$ cat src/core/tasc_regs.svh
// Register offsets, field positions, reset values and timing counts
// of the touch ADC sequence controller; included by its bare name.
`ifndef TASC_REGS_SVH
`define TASC_REGS_SVH

// ============================================================
// Serial word layout: 4-bit address then 12 data bits
`define TASC_WORD_BITS 16
`define TASC_ADDR_LSB 12

// ============================================================
// Register addresses
`define TASC_ADDR_MODE_CTRL 4'h1
`define TASC_ADDR_TIMING 4'h2
`define TASC_ADDR_SLAVE_MASK 4'h3
`define TASC_ADDR_MASTER_MASK 4'h4
`define TASC_ADDR_RESULT_BASE 4'h5
`define TASC_NUM_CHANNELS 11

// ============================================================
// Mode control fields
`define TASC_MODE_LSB 10
`define TASC_CHAN_LSB 6
`define TASC_RDSEL_LSB 0
`define TASC_MODE_IDLE 2'h0
`define TASC_MODE_SINGLE 2'h1
`define TASC_MODE_SLAVE 2'h2
`define TASC_MODE_MASTER 2'h3

// ============================================================
// Timing config fields
`define TASC_AVG_LSB 10
`define TASC_ACQ_LSB 8
`define TASC_PM_LSB 6
`define TASC_FCD_LSB 4
`define TASC_POL_BIT 3
`define TASC_TMR_LSB 0
`define TASC_PM_OFF 2'h0
`define TASC_PM_AUTO_ALL 2'h1
`define TASC_PM_FULL 2'h2
`define TASC_PM_AUTO_ADC 2'h3

// ============================================================
// Reset values
`define TASC_RST_MODE_CTRL 12'h000
`define TASC_RST_TIMING 12'h000
`define TASC_RST_MASK 12'h000

// ============================================================
// Timing, in conversion clocks unless named otherwise
`define TASC_REF_CLK_NS 50
`define TASC_CONV_CLK_NS 500
`define TASC_FCD_CLKS_0 16'h0001
`define TASC_FCD_CLKS_1 16'h0100
`define TASC_FCD_CLKS_2 16'h0800
`define TASC_FCD_CLKS_3 16'h4000
`define TASC_ACQ_CLKS_0 16'h0004
`define TASC_ACQ_CLKS_1 16'h0008
`define TASC_ACQ_CLKS_2 16'h0010
`define TASC_ACQ_CLKS_3 16'h0020
`define TASC_TMR_CLKS_1 16'h0400
`define TASC_TMR_CLKS_2 16'h0800
`define TASC_TMR_CLKS_3 16'h4000
`define TASC_AVG_SHIFT_0 3'h0
`define TASC_AVG_SHIFT_1 3'h2
`define TASC_AVG_SHIFT_2 3'h3
`define TASC_AVG_SHIFT_3 3'h4

`endif

$ cat src/core/tasc_pkg.sv
// Types shared by the touch ADC sequence controller files.
// Assumes nothing of its surroundings.
package tasc_pkg;

  // ============================================================
  // Sequencer states
  typedef enum logic [2:0] {
    TASC_IDLE,
    TASC_WAIT_TOUCH,
    TASC_DELAY,
    TASC_ACQ,
    TASC_CONV,
    TASC_POST,
    TASC_REPEAT
  } tasc_state_t;

endpackage

$ cat src/core/tasc_avg.sv
// Accumulator that averages 1, 4, 8 or 16 conversions of one channel.
// Assumes the caller clears it before each channel and adds one sample at a time.
`timescale 1ns/100ps
module tasc_avg #(
  parameter int DATA_W = 12
) (
  input wire logic ref_clk_i,
  input wire logic rst_i,
  input wire logic clear_i,
  input wire logic add_i,
  input wire logic [DATA_W-1:0] sample_i,
  input wire logic [2:0] shift_i,
  output logic [DATA_W-1:0] avg_o
);

  // ============================================================
  // Running sum; four guard bits hold sixteen full-scale samples
  logic [DATA_W+3:0] acc;
  wire [DATA_W+3:0] sum_with_new = acc + {4'h0, sample_i};
  wire [DATA_W+3:0] shifted = sum_with_new >> shift_i;

  // Elaboration check; a zero-width sample has nothing to average
  if (DATA_W < 1) $error("tasc_avg: DATA_W must be positive");

  // Sum kept until the next channel starts
  always_ff @(posedge ref_clk_i) begin
    if (rst_i || clear_i) begin
      acc <= '0;
    end else if (add_i) begin
      acc <= sum_with_new;
    end
  end

  // Average includes the sample arriving now, so the last one is not lost
  assign avg_o = shifted[DATA_W-1:0];

endmodule // tasc_avg

$ cat src/core/tasc_top.sv
// Conversion sequencer of a touch-screen ADC with its serial register port.
// Assumes an analog converter on the same clock (start, done, data) and
// asynchronous panel, inhibit and serial pins that are synchronised here.
//
// Summary of operation
// Inhibit input is active high when polarity bit is 1, else low; none sample.
// First-delay code selects 1, 256, 2048 or 16384 clocks before first conversion.
// First delay also precedes X/Y channels and follows the final conversion.
// Inhibit is ignored while the first delay is running.
// Power policy 00 keeps converter off and overrides any selected mode.
// Policy 01 powers converter and reference only while converting.
// Policy 10 keeps both powered; 11 powers only the converter down.
// Host uses master sequencing only with policy 01 or 11.
// Sample time code selects 4, 8, 16 or 32 clocks.
// Averaging code selects 1, 4, 8 or 16 conversions per channel.
// Only the final average reaches the result register.
// Mask bit 11 enables channel 0 down to bit 1 channel 10; bit 0 unused.
// Slave sequences use the slave mask, master sequences the master mask.
// Results-ready output is high while idle or converting, low after results.
// A host read of a result register returns results-ready high.
// Repeat timer expiry restarting a sequence returns results-ready high.
// Host reads results only while results-ready is low.
// With repeat on, host finishes reads before the timer expires.
// Touch interrupt idles high and goes low while the screen is touched.
// Touch detection works always except during a conversion.
// Touch end releases interrupt at once when idle, else when idle again.
// Modes 01/10 are host-started slave; mode 11 is touch-started master.
// Repeat code selects single run or repeats every 1024, 2048, 16384 clocks.
// Master repeat runs only while touched; release stops it, next touch starts.
// Active inhibit outside the first delay holds the sampling phase off.
`timescale 1ns/100ps
`include "tasc_regs.svh"
module tasc_top #(
  parameter int FCD_LONG_CLKS = `TASC_FCD_CLKS_3,
  parameter int TMR_LONG_CLKS = `TASC_TMR_CLKS_3,
  parameter int DATA_W = 12
) (
  input wire logic ref_clk_i,
  input wire logic rst_i,
  input wire logic sclk_i,
  input wire logic cs_n_i,
  input wire logic sdi_i,
  input wire logic touch_i,
  input wire logic acq_inhibit_in_i,
  input wire logic adc_done_i,
  input wire logic [DATA_W-1:0] adc_data_i,
  output logic sdo_o,
  output logic results_ready_n_o,
  output logic touch_irq_n_o,
  output logic adc_start_o,
  output logic [3:0] adc_chan_o,
  output logic sample_o,
  output logic adc_power_o,
  output logic ref_power_o
);

  localparam int CONV_DIV = `TASC_CONV_CLK_NS / `TASC_REF_CLK_NS;

  localparam logic [11:0] RST_MODE = `TASC_RST_MODE_CTRL;

  // Elaboration checks: step counter is 16 bits, registers 12 bits wide
  if (FCD_LONG_CLKS < 1 || FCD_LONG_CLKS > 65535) $error("tasc_top: FCD_LONG_CLKS out of range");
  if (TMR_LONG_CLKS < 1 || TMR_LONG_CLKS > 65535) $error("tasc_top: TMR_LONG_CLKS out of range");
  if (DATA_W != 12) $error("tasc_top: DATA_W must match the 12-bit register width");

  // ============================================================
  // Pin synchronisers; stage one is read only by stage two
  logic [4:0] pin_s1;
  logic [4:0] pin_s2;
  logic [1:0] edge_hist;
  always_ff @(posedge ref_clk_i) begin
    if (rst_i) begin
      pin_s1 <= 5'h02; // Idle levels: sclk low, select high
      pin_s2 <= 5'h02;
      edge_hist <= 2'h2; // No false sclk edge after reset
    end else begin
      pin_s1 <= {acq_inhibit_in_i, touch_i, sdi_i, cs_n_i, sclk_i};
      pin_s2 <= pin_s1;
      edge_hist <= pin_s2[1:0];
    end
  end
  wire sclk_s = pin_s2[0];
  wire cs_n_s = pin_s2[1];
  wire sdi_s = pin_s2[2];
  wire touch_s = pin_s2[3];
  wire inhibit_s = pin_s2[4];
  wire sclk_rise = sclk_s && !edge_hist[0];
  wire sclk_fall = !sclk_s && edge_hist[0];
  wire cs_fall = !cs_n_s && edge_hist[1];

  // ============================================================
  // Conversion clock enable, one pulse per 500 ns
  logic [3:0] div_cnt;
  wire conv_tick = (div_cnt == 4'(CONV_DIV - 1));
  always_ff @(posedge ref_clk_i) begin
    if (rst_i || conv_tick) begin
      div_cnt <= 4'h0;
    end else begin
      div_cnt <= div_cnt + 4'h1;
    end
  end

  // ============================================================
  // Register state
  logic [1:0] mode;
  logic [3:0] single_chan;
  logic [3:0] rd_sel;
  logic [11:0] timing_cfg;
  logic [11:0] slave_sequence_channel_mask;
  logic [11:0] master_sequence_channel_mask;
  logic [11:0] results [`TASC_NUM_CHANNELS];

  wire [1:0] avg_sel = timing_cfg[`TASC_AVG_LSB +: 2];
  wire [1:0] sample_time_sel = timing_cfg[`TASC_ACQ_LSB +: 2];
  wire [1:0] power_policy = timing_cfg[`TASC_PM_LSB +: 2];
  wire [1:0] first_conv_delay_sel = timing_cfg[`TASC_FCD_LSB +: 2];
  wire inhibit_polarity = timing_cfg[`TASC_POL_BIT];
  wire [1:0] repeat_timer_sel = timing_cfg[`TASC_TMR_LSB +: 2];

  // ============================================================
  // Serial port: mode 0, 16-bit words, sampled on the reference clock
  logic [4:0] bit_cnt;
  logic [14:0] in_sr;
  logic [15:0] out_sr;
  logic [3:0] out_sel;
  wire frame_done = sclk_rise && !cs_n_s && (bit_cnt == 5'd15);
  wire [15:0] rx_word = {in_sr, sdi_s};
  wire [3:0] wr_addr = rx_word[15:`TASC_ADDR_LSB];
  wire [11:0] wr_data = rx_word[11:0];
  wire [3:0] rd_idx = rd_sel - `TASC_ADDR_RESULT_BASE;
  wire rd_is_result = (rd_sel >= `TASC_ADDR_RESULT_BASE);
  wire out_is_result = (out_sel >= `TASC_ADDR_RESULT_BASE);
  wire host_result_read = frame_done && out_is_result;

  // Read mux by address
  logic [11:0] rd_data;
  assign rd_data = (rd_sel == `TASC_ADDR_MODE_CTRL) ? {mode, single_chan, 2'h0, rd_sel} :
                   (rd_sel == `TASC_ADDR_TIMING) ? timing_cfg :
                   (rd_sel == `TASC_ADDR_SLAVE_MASK) ? slave_sequence_channel_mask :
                   (rd_sel == `TASC_ADDR_MASTER_MASK) ? master_sequence_channel_mask :
                   rd_is_result ? results[rd_idx] : 12'h000;

  // Shift in on rising, out on falling clock edges
  always_ff @(posedge ref_clk_i) begin
    if (rst_i || cs_fall) begin
      bit_cnt <= 5'h00;
      in_sr <= 15'h0000;
      out_sr <= rst_i ? 16'h0000 : {rd_sel, rd_data};
      out_sel <= rst_i ? 4'h0 : rd_sel;
    end else if (!cs_n_s) begin
      if (sclk_rise) begin
        in_sr <= rx_word[14:0];
        bit_cnt <= frame_done ? 5'h00 : bit_cnt + 5'h01;
      end
      if (sclk_fall) begin
        out_sr <= {out_sr[14:0], 1'b0};
      end
    end
  end

  // ============================================================
  // Sequencer state and decoded timing
  tasc_pkg::tasc_state_t state;
  tasc_pkg::tasc_state_t next_state;
  logic [15:0] cnt;
  logic [3:0] chan;
  logic [4:0] avg_done_cnt;
  logic is_master;
  logic fsm_clear_mode;

  wire [15:0] fcd_clks = (first_conv_delay_sel == 2'h0) ? `TASC_FCD_CLKS_0 :
                         (first_conv_delay_sel == 2'h1) ? `TASC_FCD_CLKS_1 :
                         (first_conv_delay_sel == 2'h2) ? `TASC_FCD_CLKS_2 : 16'(FCD_LONG_CLKS);
  wire [15:0] acq_clks = (sample_time_sel == 2'h0) ? `TASC_ACQ_CLKS_0 :
                         (sample_time_sel == 2'h1) ? `TASC_ACQ_CLKS_1 :
                         (sample_time_sel == 2'h2) ? `TASC_ACQ_CLKS_2 : `TASC_ACQ_CLKS_3;
  wire [15:0] tmr_clks = (repeat_timer_sel == 2'h1) ? `TASC_TMR_CLKS_1 :
                         (repeat_timer_sel == 2'h2) ? `TASC_TMR_CLKS_2 : 16'(TMR_LONG_CLKS);
  wire [2:0] avg_shift = (avg_sel == 2'h0) ? `TASC_AVG_SHIFT_0 :
                         (avg_sel == 2'h1) ? `TASC_AVG_SHIFT_1 :
                         (avg_sel == 2'h2) ? `TASC_AVG_SHIFT_2 : `TASC_AVG_SHIFT_3;
  wire [4:0] avg_total = 5'h01 << avg_shift;
  wire inhibit_active = inhibit_polarity ? inhibit_s : !inhibit_s;
  wire cnt_last = conv_tick && (cnt + 16'h0001 >= (state == tasc_pkg::TASC_ACQ ? acq_clks :
                  state == tasc_pkg::TASC_REPEAT ? tmr_clks : fcd_clks));
  wire busy = (state != tasc_pkg::TASC_IDLE) && (state != tasc_pkg::TASC_WAIT_TOUCH) &&
              (state != tasc_pkg::TASC_REPEAT);
  wire [11:0] seq_mask = is_master ? master_sequence_channel_mask : slave_sequence_channel_mask;

  // First enabled channel at or above a start index; bit 11 is channel 0
  function automatic logic [4:0] tasc_find(input logic [11:0] mask, input logic [4:0] from);
    logic [4:0] hit;
    hit = 5'h1f;
    for (int i = `TASC_NUM_CHANNELS - 1; i >= 0; i--) begin
      if (mask[11 - i] && 5'(i) >= from) hit = 5'(i);
    end
    return hit;
  endfunction

  wire [4:0] first_hit = tasc_find(seq_mask, 5'h00);
  wire [4:0] next_hit = tasc_find(seq_mask, {1'b0, chan} + 5'h01);
  wire single_run = (mode == `TASC_MODE_SINGLE);
  wire [3:0] start_chan = single_run ? single_chan : first_hit[3:0];
  wire start_ok = single_run || (first_hit != 5'h1f);
  wire avg_last = (avg_done_cnt + 5'h01 == avg_total);
  wire chan_done = (state == tasc_pkg::TASC_CONV) && adc_done_i && avg_last;
  wire more_chans = !single_run && (next_hit != 5'h1f);
  wire seq_done = chan_done && !more_chans;
  wire timer_restart = (state == tasc_pkg::TASC_REPEAT) && cnt_last && (!is_master || touch_s);
  wire acq_done = (state == tasc_pkg::TASC_ACQ) && cnt_last && !inhibit_active;
  wire [DATA_W-1:0] avg_value;

  // ============================================================
  // Next-state logic
  always_comb begin
    next_state = state;
    fsm_clear_mode = 1'b0;
    case (state)
      tasc_pkg::TASC_IDLE: begin
        if (mode == `TASC_MODE_MASTER) begin
          next_state = tasc_pkg::TASC_WAIT_TOUCH;
        end else if (mode != `TASC_MODE_IDLE) begin
          next_state = start_ok ? tasc_pkg::TASC_DELAY : tasc_pkg::TASC_IDLE;
          fsm_clear_mode = !start_ok;
        end
      end
      tasc_pkg::TASC_WAIT_TOUCH: begin
        if (mode != `TASC_MODE_MASTER) begin
          next_state = tasc_pkg::TASC_IDLE;
        end else if (touch_s && start_ok) begin
          next_state = tasc_pkg::TASC_DELAY;
        end
      end
      tasc_pkg::TASC_DELAY: begin
        if (cnt_last) next_state = tasc_pkg::TASC_ACQ;
      end
      tasc_pkg::TASC_ACQ: begin
        if (acq_done) next_state = tasc_pkg::TASC_CONV;
      end
      tasc_pkg::TASC_CONV: begin
        if (seq_done) begin
          next_state = tasc_pkg::TASC_POST;
        end else if (chan_done) begin
          next_state = (next_hit < 5'h02) ? tasc_pkg::TASC_DELAY : tasc_pkg::TASC_ACQ;
        end else if (adc_done_i) begin
          next_state = tasc_pkg::TASC_ACQ;
        end
      end
      tasc_pkg::TASC_POST: begin
        if (cnt_last) begin
          if (single_run || (!is_master && repeat_timer_sel == 2'h0)) begin
            next_state = tasc_pkg::TASC_IDLE;
            fsm_clear_mode = 1'b1;
          end else if (is_master && (repeat_timer_sel == 2'h0 || !touch_s)) begin
            next_state = tasc_pkg::TASC_WAIT_TOUCH;
          end else begin
            next_state = tasc_pkg::TASC_REPEAT;
          end
        end
      end
      tasc_pkg::TASC_REPEAT: begin
        if (mode == `TASC_MODE_IDLE) begin
          next_state = tasc_pkg::TASC_IDLE;
        end else if (is_master && !touch_s) begin
          next_state = tasc_pkg::TASC_WAIT_TOUCH;
        end else if (timer_restart) begin
          next_state = tasc_pkg::TASC_DELAY;
        end
      end
      default: next_state = tasc_pkg::TASC_IDLE;
    endcase
    if (power_policy == `TASC_PM_OFF) begin
      next_state = tasc_pkg::TASC_IDLE;
    end
  end

  wire starting = (next_state == tasc_pkg::TASC_DELAY) &&
                  (state == tasc_pkg::TASC_IDLE || state == tasc_pkg::TASC_WAIT_TOUCH ||
                   state == tasc_pkg::TASC_REPEAT);

  // ============================================================
  // State, counter and channel registers
  always_ff @(posedge ref_clk_i) begin
    if (rst_i) begin
      state <= tasc_pkg::TASC_IDLE;
      cnt <= 16'h0000;
      chan <= 4'h0;
      avg_done_cnt <= 5'h00;
      is_master <= 1'b0;
    end else begin
      state <= next_state;
      if (next_state != state) begin
        cnt <= 16'h0000;
      end else if (conv_tick && !(state == tasc_pkg::TASC_ACQ && inhibit_active)) begin
        cnt <= cnt + 16'h0001;
      end
      if (state == tasc_pkg::TASC_IDLE) begin
        is_master <= (mode == `TASC_MODE_MASTER);
      end
      if (starting) begin
        chan <= start_chan;
        avg_done_cnt <= 5'h00;
      end else if (chan_done) begin
        chan <= next_hit[3:0];
        avg_done_cnt <= 5'h00;
      end else if (state == tasc_pkg::TASC_CONV && adc_done_i) begin
        avg_done_cnt <= avg_done_cnt + 5'h01;
      end
    end
  end

  // ============================================================
  // Averaging unit; cleared at each channel so sums never mix
  tasc_avg #(
    .DATA_W(DATA_W)
  ) u_avg (
    .ref_clk_i(ref_clk_i),
    .rst_i(rst_i),
    .clear_i(starting || chan_done),
    .add_i(state == tasc_pkg::TASC_CONV && adc_done_i),
    .sample_i(adc_data_i),
    .shift_i(avg_shift),
    .avg_o(avg_value)
  );

  // Result store written only with the final average
  always_ff @(posedge ref_clk_i) begin
    if (rst_i) begin
      for (int i = 0; i < `TASC_NUM_CHANNELS; i++) results[i] <= 12'h000;
    end else if (chan_done) begin
      results[chan] <= avg_value;
    end
  end

  // ============================================================
  // Host-written registers; a mode write wins over the sequencer's clear
  always_ff @(posedge ref_clk_i) begin
    if (rst_i) begin
      {mode, single_chan, rd_sel} <= {RST_MODE[11:6], RST_MODE[3:0]};
      timing_cfg <= `TASC_RST_TIMING;
      slave_sequence_channel_mask <= `TASC_RST_MASK;
      master_sequence_channel_mask <= `TASC_RST_MASK;
    end else begin
      if (frame_done && wr_addr == `TASC_ADDR_MODE_CTRL) begin
        mode <= (power_policy == `TASC_PM_OFF) ? `TASC_MODE_IDLE : wr_data[`TASC_MODE_LSB +: 2];
        single_chan <= wr_data[`TASC_CHAN_LSB +: 4];
        rd_sel <= wr_data[`TASC_RDSEL_LSB +: 4];
      end else if (fsm_clear_mode || power_policy == `TASC_PM_OFF) begin
        mode <= `TASC_MODE_IDLE;
      end
      if (frame_done && wr_addr == `TASC_ADDR_TIMING) timing_cfg <= wr_data;
      if (frame_done && wr_addr == `TASC_ADDR_SLAVE_MASK) slave_sequence_channel_mask <= {wr_data[11:1], 1'b0};
      if (frame_done && wr_addr == `TASC_ADDR_MASTER_MASK) master_sequence_channel_mask <= {wr_data[11:1], 1'b0};
    end
  end

  // ============================================================
  // Output flops; results-ready set wins over a same-cycle clear
  always_ff @(posedge ref_clk_i) begin
    if (rst_i) begin
      results_ready_n_o <= 1'b1;
      touch_irq_n_o <= 1'b1;
      adc_start_o <= 1'b0;
      adc_chan_o <= 4'h0;
      sample_o <= 1'b0;
      adc_power_o <= 1'b0;
      ref_power_o <= 1'b0;
      sdo_o <= 1'b0;
    end else begin
      if (seq_done) begin
        results_ready_n_o <= 1'b0;
      end else if (host_result_read || timer_restart || starting) begin
        results_ready_n_o <= 1'b1;
      end
      if (!busy) begin
        touch_irq_n_o <= !touch_s;
      end
      adc_start_o <= acq_done;
      adc_chan_o <= chan;
      sample_o <= (state == tasc_pkg::TASC_ACQ) && !inhibit_active;
      adc_power_o <= (power_policy == `TASC_PM_FULL) || ((power_policy != `TASC_PM_OFF) && busy);
      ref_power_o <= (power_policy == `TASC_PM_FULL) || (power_policy == `TASC_PM_AUTO_ADC) ||
                     ((power_policy == `TASC_PM_AUTO_ALL) && busy);
      sdo_o <= !cs_n_s && out_sr[15];
    end
  end

endmodule // tasc_top

$ cat config.mk
export PLATFORM = sky130hd
export DESIGN_NAME = tasc_top
export DESIGN_NICKNAME = d
export VERILOG_FILES = /design/src/core/tasc_pkg.sv /design/src/core/tasc_avg.sv /design/src/core/tasc_top.sv
export VERILOG_INCLUDE_DIRS = /design/src /design/src/core
export SDC_FILE = /design/constraint.sdc
export NUM_CORES = 1
export LEC_CHECK = 0
export BUFFER_PORTS_ARGS = -buffer_cell sky130_fd_sc_hd__buf_4
export CAP_MARGIN = 20
export CORE_MARGIN = 10
export CORE_UTILIZATION = 37
export CTS_BUF_LIST = sky130_fd_sc_hd__clkbuf_2 sky130_fd_sc_hd__clkbuf_4 sky130_fd_sc_hd__clkbuf_8
export CTS_CLUSTER_DIAMETER = 50
export DETAILED_ROUTE_END_ITERATION = 12
export SYNTH_ARGS = -nofsm -noshare
export SYNTH_HDL_FRONTEND = slang
export SYNTH_SLANG_ARGS = --single-unit
$ cat constraint.sdc
create_clock -name ref_clk_i -period 4.6 [get_ports ref_clk_i]
set_input_delay 0 -clock ref_clk_i [delete_from_list [all_inputs] [get_ports ref_clk_i]]
set_output_delay 0 -clock ref_clk_i [all_outputs]
set_load 0.05 [all_outputs]
==> results.json, run 1 <==
{
  "synthTopCellsByCount": "nor2_1 (262), edfxtp_1 (200), nand2_1 (165)",
  "critPathArrivalTime_ps": 4770,
  "grt_pass1_wl_um": 72300,
  "hold_class": "input port to flip-flop",
  "ioPinCount": 31,
  "cts_max_path_buffers": 3,
  "area_growth_pct": 14.7,
  "critPathBufInv": 1,
  "sw_frac_of_total_pct": 21.6,
  "synthTopCellsByArea": "edfxtp_1 (34%), dfxtp_1 (17%), mux4_2 (6.4%), nor2_1 (5.6%), nand2_1 (3.5%)",
  "async_flop_share_pct": 0,
  "routedWlPerCell_um": 19.2,
  "antenna_found_initial": 1,
  "yosys.area.top_type_share_pct": 34.1,
  "slew_violations": 0,
  "crit_required_ps": 5190,
  "clkSinkCount": 348,
  "critPathLaunchType": "flip-flop",
  "clock_latency_ps": 680,
  "outcome": "complete, no violations",
  "vias": 13046,
  "share_comb_of_total_power_pct": 2.6,
  "syn-cell-area_mm2": 0.0176,
  "peakVddDrop_mv": 0.248,
  "worstMarginPinSlew_ps": 997,
  "place.gp.congestion": 0.856,
  "cap_violations": 0,
  "wl_um": 46200,
  "firstDrtPassIters": 8,
  "die_h_um": 238,
  "fmax_mhz": 239,
  "p_seq_share_pct": 49.5,
  "cts_buffers": 59,
  "max_slew_margin_pct": 33.4,
  "crit_chain": "nand4_2, or3_4, nor2_1, xor2_1, ha_1, a2111oi_1, o41ai_1, o41a_1, o21ai_2, a31o_2, o22a_1, nand3_1, nand4_2, nand3b_1, buf_4, a211oi_1",
  "power.density_mw_per_mm2": 335,
  "cp_slowest_stage_delay_ps": 470,
  "netlist-cell-type-count": 87,
  "ant_nets": 0,
  "p_leak_nw": 7.36,
  "crit_fanout": 23,
  "rsz0062_at_grt": "false",
  "period_needed_ps": 4180,
  "drive_above_1_share_pct": 15.7,
  "initial_core_util_pct": 37.6,
  "fin_crit_sh_pct": 90.9,
  "coreArea_mm2": 0.0469,
  "yosysMostFrequentCell": "nor2_1",
  "synth_nets": 1753,
  "fin_util_pct": 43.1,
  "post-dp-hpwl_um": 30600,
  "path_clk_slew_ps": 60,
  "root_buffer": "clkbuf_8",
  "ys_ff_latch": 348,
  "p_clk_share_pct": 47.9,
  "crit_path_top_delay_cell": "dfxtp_1",
  "crit_path_frequent_cell": "nand4_2",
  "synth_cells": 1690,
  "grt_pass1_vias": 12832,
  "die_x_um": 238,
  "yosys_warnings": 0,
  "h-tree-depth": 2,
  "ys.flop_type": "edfxtp_1",
  "p_int_mw": 5.30,
  "path_class": "flip-flop to flip-flop",
  "tns_ps": 0,
  "finalSetupViolCount": 0,
  "p_switching_mw": 1.46,
  "netlist.top_cell.by_area": "edfxtp_1",
  "portBuffers": 30,
  "post_cts_buffers": 0,
  "globalRouteOverflowTotal": 0,
  "grt_max_degree": 65,
  "rows": 79,
  "nNetsFinal": 1806,
  "cts_tree": "built",
  "fin_skew_ps": 30.5,
  "syn_area_per_cell_um2": 10.4,
  "dieArea_mm2": 0.0568,
  "hold_viol": 0,
  "endpoint_kind": "flip-flop",
  "drc_errors": 0,
  "vias_per_cell": 5.43,
  "grt.total_usage_pct": 16.1,
  "drt_iter0_drc": 1108,
  "critical_path.top_delay_family": "compound AO/OA/AOI/OAI gates",
  "synth.yosys.seq_area_share_pct": 50.9,
  "synth_edf_count": 200
}
## path summary, 6_finish.rpt
path | depth (start not counted) | slack, ps | to | start
setup / recovery | 16 | 420 | u_avg.acc[2] | cnt[2]
hold reg to reg | 1 | 410 | pin_s2[1] | pin_s1[1]
setup reg to reg | 16 | 420 | u_avg.acc[2] | cnt[2]
hold / removal | 7 | 70 | u_avg.acc[4] | adc_data_i[3]
## power groups by stage
stage	clock network, mW	logic (mW)	registers [mW]
finish	3.24	0.178	3.35
global route	3.44	0.197	3.35
CTS	3.31	0.181	3.35
detailed placement	0	0.168	3.41
global placement	0	0.166	3.41
floorplan	0	0.109	3.41
## tightest hold or removal path, stage by stage
cell and delay, ps:
buf_4 80, ha_1 150, a21oi_1 80, xor2_1 190
nor2_1 90, a21oi_1 40, nor2_1 70
## repair_timing
action / 4_1_cts / 5_1_grt
gates resized for setup: 0 / 2
hold endpoints to repair: 62 / 0
hold buffers: 20 / 0
setup endpoints to repair: 0 / 16
## layer usage
metal  up-vias  GRT usage [%]  wire length, um
li1       6259              -                -
met1      6418           20.4            20100
met2       297           27.3            22600
met3        72           3.11             2440
met4         0           5.09             1070
met5         -              0                0
## metrics by stage
| stage | hold slack (ps) | cell area (um^2) | setup WS (ps) | std cells | power (mW) |
|---|---|---|---|---|---|
| floorplan | 104 | 17600 | 47.9 | 1690 | 3.52 |
| global placement | 201 | 18600 | 313 | 2268 | 3.58 |
| detailed placement | 204 | 18600 | 148 | 2268 | 3.58 |
| CTS | 31.9 | 20200 | 145 | 2399 | 6.84 |
| global route | 80.8 | 20200 | 71.8 | 2400 | 6.99 |
| finish | 72.8 | 20200 | 418 | 2401 | 6.76 |
## registers in the layout, indices dropped and copies added, names as in the netlist, 5 cells and up
signal                        flops
results                         192
cnt                              16
out_sr                           16
u_avg.acc                        16
in_sr                            15
timing_cfg                       12
master_sequence_channel_mask     11
slave_sequence_channel_mask      11
avg_done_cnt                      5
bit_cnt                           5
pin_s1                            5
pin_s2                            5
## kinds of logic (layout without fill, tap and decap cells)
family / count (synthesis) / after routing / share of synthesized area, %
AOI/OAI and AO/OA: 329 / 329 / 12.2
xor gates and xnor gates: 58 / 58 / 2.88
buffers and inverters: 149 / 252 / 3.29
other: 0 / 1 / 0
and+or+nand+nor: 642 / 642 / 17.1
muxes: 121 / 121 / 10.6
adders and majority gates: 43 / 43 / 3.09
DFF: 348 / 348 / 50.9
## area by class of cell
| class | count | area (um^2) |
|---|---|---|
| Sequential cell | 348 | 8970 |
| Clock buffer | 88 | 1080 |
| Timing Repair Buffer | 100 | 813 |
| Tap cell | 607 | 759 |
| Inverter | 41 | 154 |
| Fill cell | 4494 | 26600 |
| Antenna cell | 1 | 2.50 |
| Clock inverter | 23 | 307 |
| Multi-Input combinational cell | 1193 | 8120 |
## placed cells by master, fill, tap and decap left out, types with 6 or more instances in the layout
| cell type | netlist | layout |
|---|---|---|
| nor2_1 | 262 | 262 |
| edfxtp_1 | 200 | 200 |
| nand2_1 | 165 | 165 |
| dfxtp_1 | 148 | 147 |
| a21oi_1 | 113 | 113 |
| buf_4 | 0 | 79 |
| clkbuf_8 | 0 | 67 |
| mux2i_1 | 61 | 61 |
| o21ai_0 | 57 | 57 |
| mux4_2 | 50 | 50 |
| ha_1 | 42 | 41 |
| inv_1 | 39 | 39 |
| a211oi_1 | 35 | 35 |
| nor2b_1 | 34 | 34 |
| nor3_1 | 34 | 33 |
| xor2_1 | 29 | 28 |
| xnor2_1 | 29 | 28 |
| nand3_1 | 27 | 27 |
| nand2b_1 | 25 | 25 |
| clkbuf_4 | 0 | 21 |
| dlygate4sd3_1 | 0 | 20 |
| nand3b_1 | 14 | 14 |
| a21o_1 | 13 | 13 |
| nor3_2 | 11 | 12 |
| and2_1 | 11 | 11 |
| a222oi_1 | 11 | 11 |
| a31oi_1 | 10 | 10 |
| o211ai_1 | 10 | 10 |
| mux2_2 | 9 | 9 |
| and3_1 | 9 | 9 |
| clkinv_1 | 2 | 8 |
| nand4_1 | 7 | 7 |
| o22ai_1 | 7 | 7 |
| bufinv_16 | 0 | 7 |
| or2_2 | 6 | 6 |
| clkinv_2 | 0 | 6 |
Note: power is estimated with default switching activity, not from simulation.
==> run 2, diff against run 1 <==
Clock period 4.6 ns to 4.82 ns, I/O delays scaled along.
==> run 2 against run 1 <==
  * Cell area is 0.45% lower
  * First-iteration DRC count is 19% higher
  * Global-route usage down 0.19 points
  * Critical endpoint is now cnt[15]
  * Hold slack got worse by 23 ps
  * Sequential power is 4% lower
  * Fmax decreased by 4.2%
  * Via count about the same
  * Setup slack better by 36 ps
  * Count of clock-buffer cells in the layout shrank 4
  * Register-to-register slack better by 40 ps
  * Critical path depth is the same
  * Cell count is 0.46% lower
==> results.json, run 2 (synthesis results as in run 1) <==
{
  "path_class": "flip-flop to flip-flop",
  "slew_violations": 0,
  "die_h_um": 238,
  "antenna_found_initial": 0,
  "endpoint_kind": "flip-flop",
  "max_slew_margin_pct": 34.9,
  "crit_required_ps": 5350,
  "fin_hold_ws_ps": 50.0,
  "r2r_end": "cnt[15]",
  "wl_met2_um": 21900,
  "ioPinCount": 31,
  "p_leak_nw": 7.30,
  "hold_end": "u_avg.acc[11]",
  "wl_um": 45700,
  "area_growth_pct": 14.1,
  "power.density_mw_per_mm2": 319,
  "r2r-start": "cnt[3]",
  "initial_core_util_pct": 37.6,
  "topRoutingLayerUsed": "met4",
  "rsz0062_at_grt": "false",
  "hold_depth": 7,
  "layout_common_cells": "nor2_1 (262), edfxtp_1 (200), nand2_1 (165)",
  "cts_buffers": 59,
  "post_cts_buffers": 0,
  "crit_fanout": 16,
  "path_clk_slew_ps": 60,
  "routedWlPerCell_um": 19.1,
  "vias_per_cell": 5.46,
  "ant_nets": 0,
  "cap_violations": 0,
  "r2r_setup_slack_ps": 450,
  "stdcell_count": 2390,
  "firstDrtPassIters": 6,
  "dp_slack_ps": 278,
  "fmax_mhz": 229,
  "cp-startpoint": "cnt[3]",
  "min_from": "adc_data_i[10]",
  "wl_met1_um": 19800,
  "clkSinkCount": 348,
  "grt.total_usage_pct": 15.9,
  "fin_ws_ps": 454,
  "vias": 13059,
  "finalSetupViolCount": 0,
  "clock_latency_ps": 670,
  "route.met3.wl_um": 2760,
  "rows": 79,
  "grt_max_degree": 60,
  "post-dp-hpwl_um": 31100,
  "dieArea_mm2": 0.0568,
  "dp_cells": 2262,
  "layout_commonest_cell": "nor2_1",
  "fin_crit_sh_pct": 90.6,
  "drc_errors": 0,
  "cts_tree": "built",
  "tns_ps": 0,
  "finalPower_mw": 6.42,
  "die_x_um": 238,
  "antenna_cells": 0,
  "peakVddDrop_mv": 0.205,
  "root_buffer": "clkbuf_8",
  "cts_max_path_buffers": 3,
  "drive_above_1_share_pct": 15.4,
  "outcome": "complete, no violations",
  "globalRouteOverflowTotal": 0,
  "portBuffers": 30,
  "drt_iter0_drc": 1318,
  "fin_skew_ps": 32.2,
  "hold_class": "input port to flip-flop",
  "worstMarginPinSlew_ps": 974,
  "coreArea_mm2": 0.0469,
  "largest_reg_flops": 192,
  "place.gp.congestion": 0.872,
  "grt_pass1_vias": 12852,
  "grt_pass1_wl_um": 72200,
  "nNetsFinal": 1799,
  "hold_viol": 0,
  "h-tree-depth": 2,
  "period_needed_ps": 4370,
  "critPathArrivalTime_ps": 4900,
  "rr_worst_depth": 16,
  "top_register": "results",
  "critPathLaunchType": "flip-flop"
}
[run 2: how the worst max path moves through the flow]
stage	to	cells past startpoint	slack, ps
CTS	cnt[2]	15	220
floorplan	out_sr[11]	15	270
global route	cnt[15]	16	80
finish	cnt[15]	16	450
detailed placement	cnt[4]	15	280
global placement	cnt[15]	15	380
[run 2: timing repair]
item	in CTS	in global routing
gates resized for setup	0	2
hold buffers	19	0
setup endpoints to repair	0	16
hold endpoints to repair	61	0
[run 2: metal layers]
metal	vias to the layer above	GRT usage [%]
li1	6241	-
met1	6377	20.5
met2	364	26.5
met3	77	2.56
met4	0	5.79
met5	-	0
[run 2: power by group]
part / switching [mW] / internal [mW] / total, mW
clock: 1.26 / 1.80 / 3.06
combinational: 0.103 / 0.0628 / 0.166
sequential: 0.0174 / 3.18 / 3.20
total: 1.38 / 5.04 / 6.42
[run 2: area by class of cell]
| class | count | area (um^2) |
|---|---|---|
| Fill cell | 4447 | 26700 |
| Multi-Input combinational cell | 1193 | 8130 |
| Inverter | 41 | 154 |
| Clock buffer | 84 | 1020 |
| Sequential cell | 348 | 8970 |
| Tap cell | 607 | 759 |
| Timing Repair Buffer | 93 | 746 |
| Clock inverter | 24 | 343 |
[run 2: metrics by stage]
step,utilization [%],area [um^2]
after detailed placement,39.6,18500
after CTS,42.9,20100
final,42.9,20100
after global placement,39.6,18500
after floorplan,-,17600
after global routing,42.9,20100
[run 2: worst max-delay path: stages (launching register included)]
cell and delay [ps]:
dfxtp_1 470, nand4_2 240, or3_4 440, nor2_1 130, xor2_1 180, ha_1 290
a2111oi_0 490, o41ai_1 150, o41a_1 150, o21ai_2 220, a31oi_4 160, mux2i_1 190
nor4_4 430, a211oi_2 90, a211oi_4 220, buf_4 280, nor3_1 90
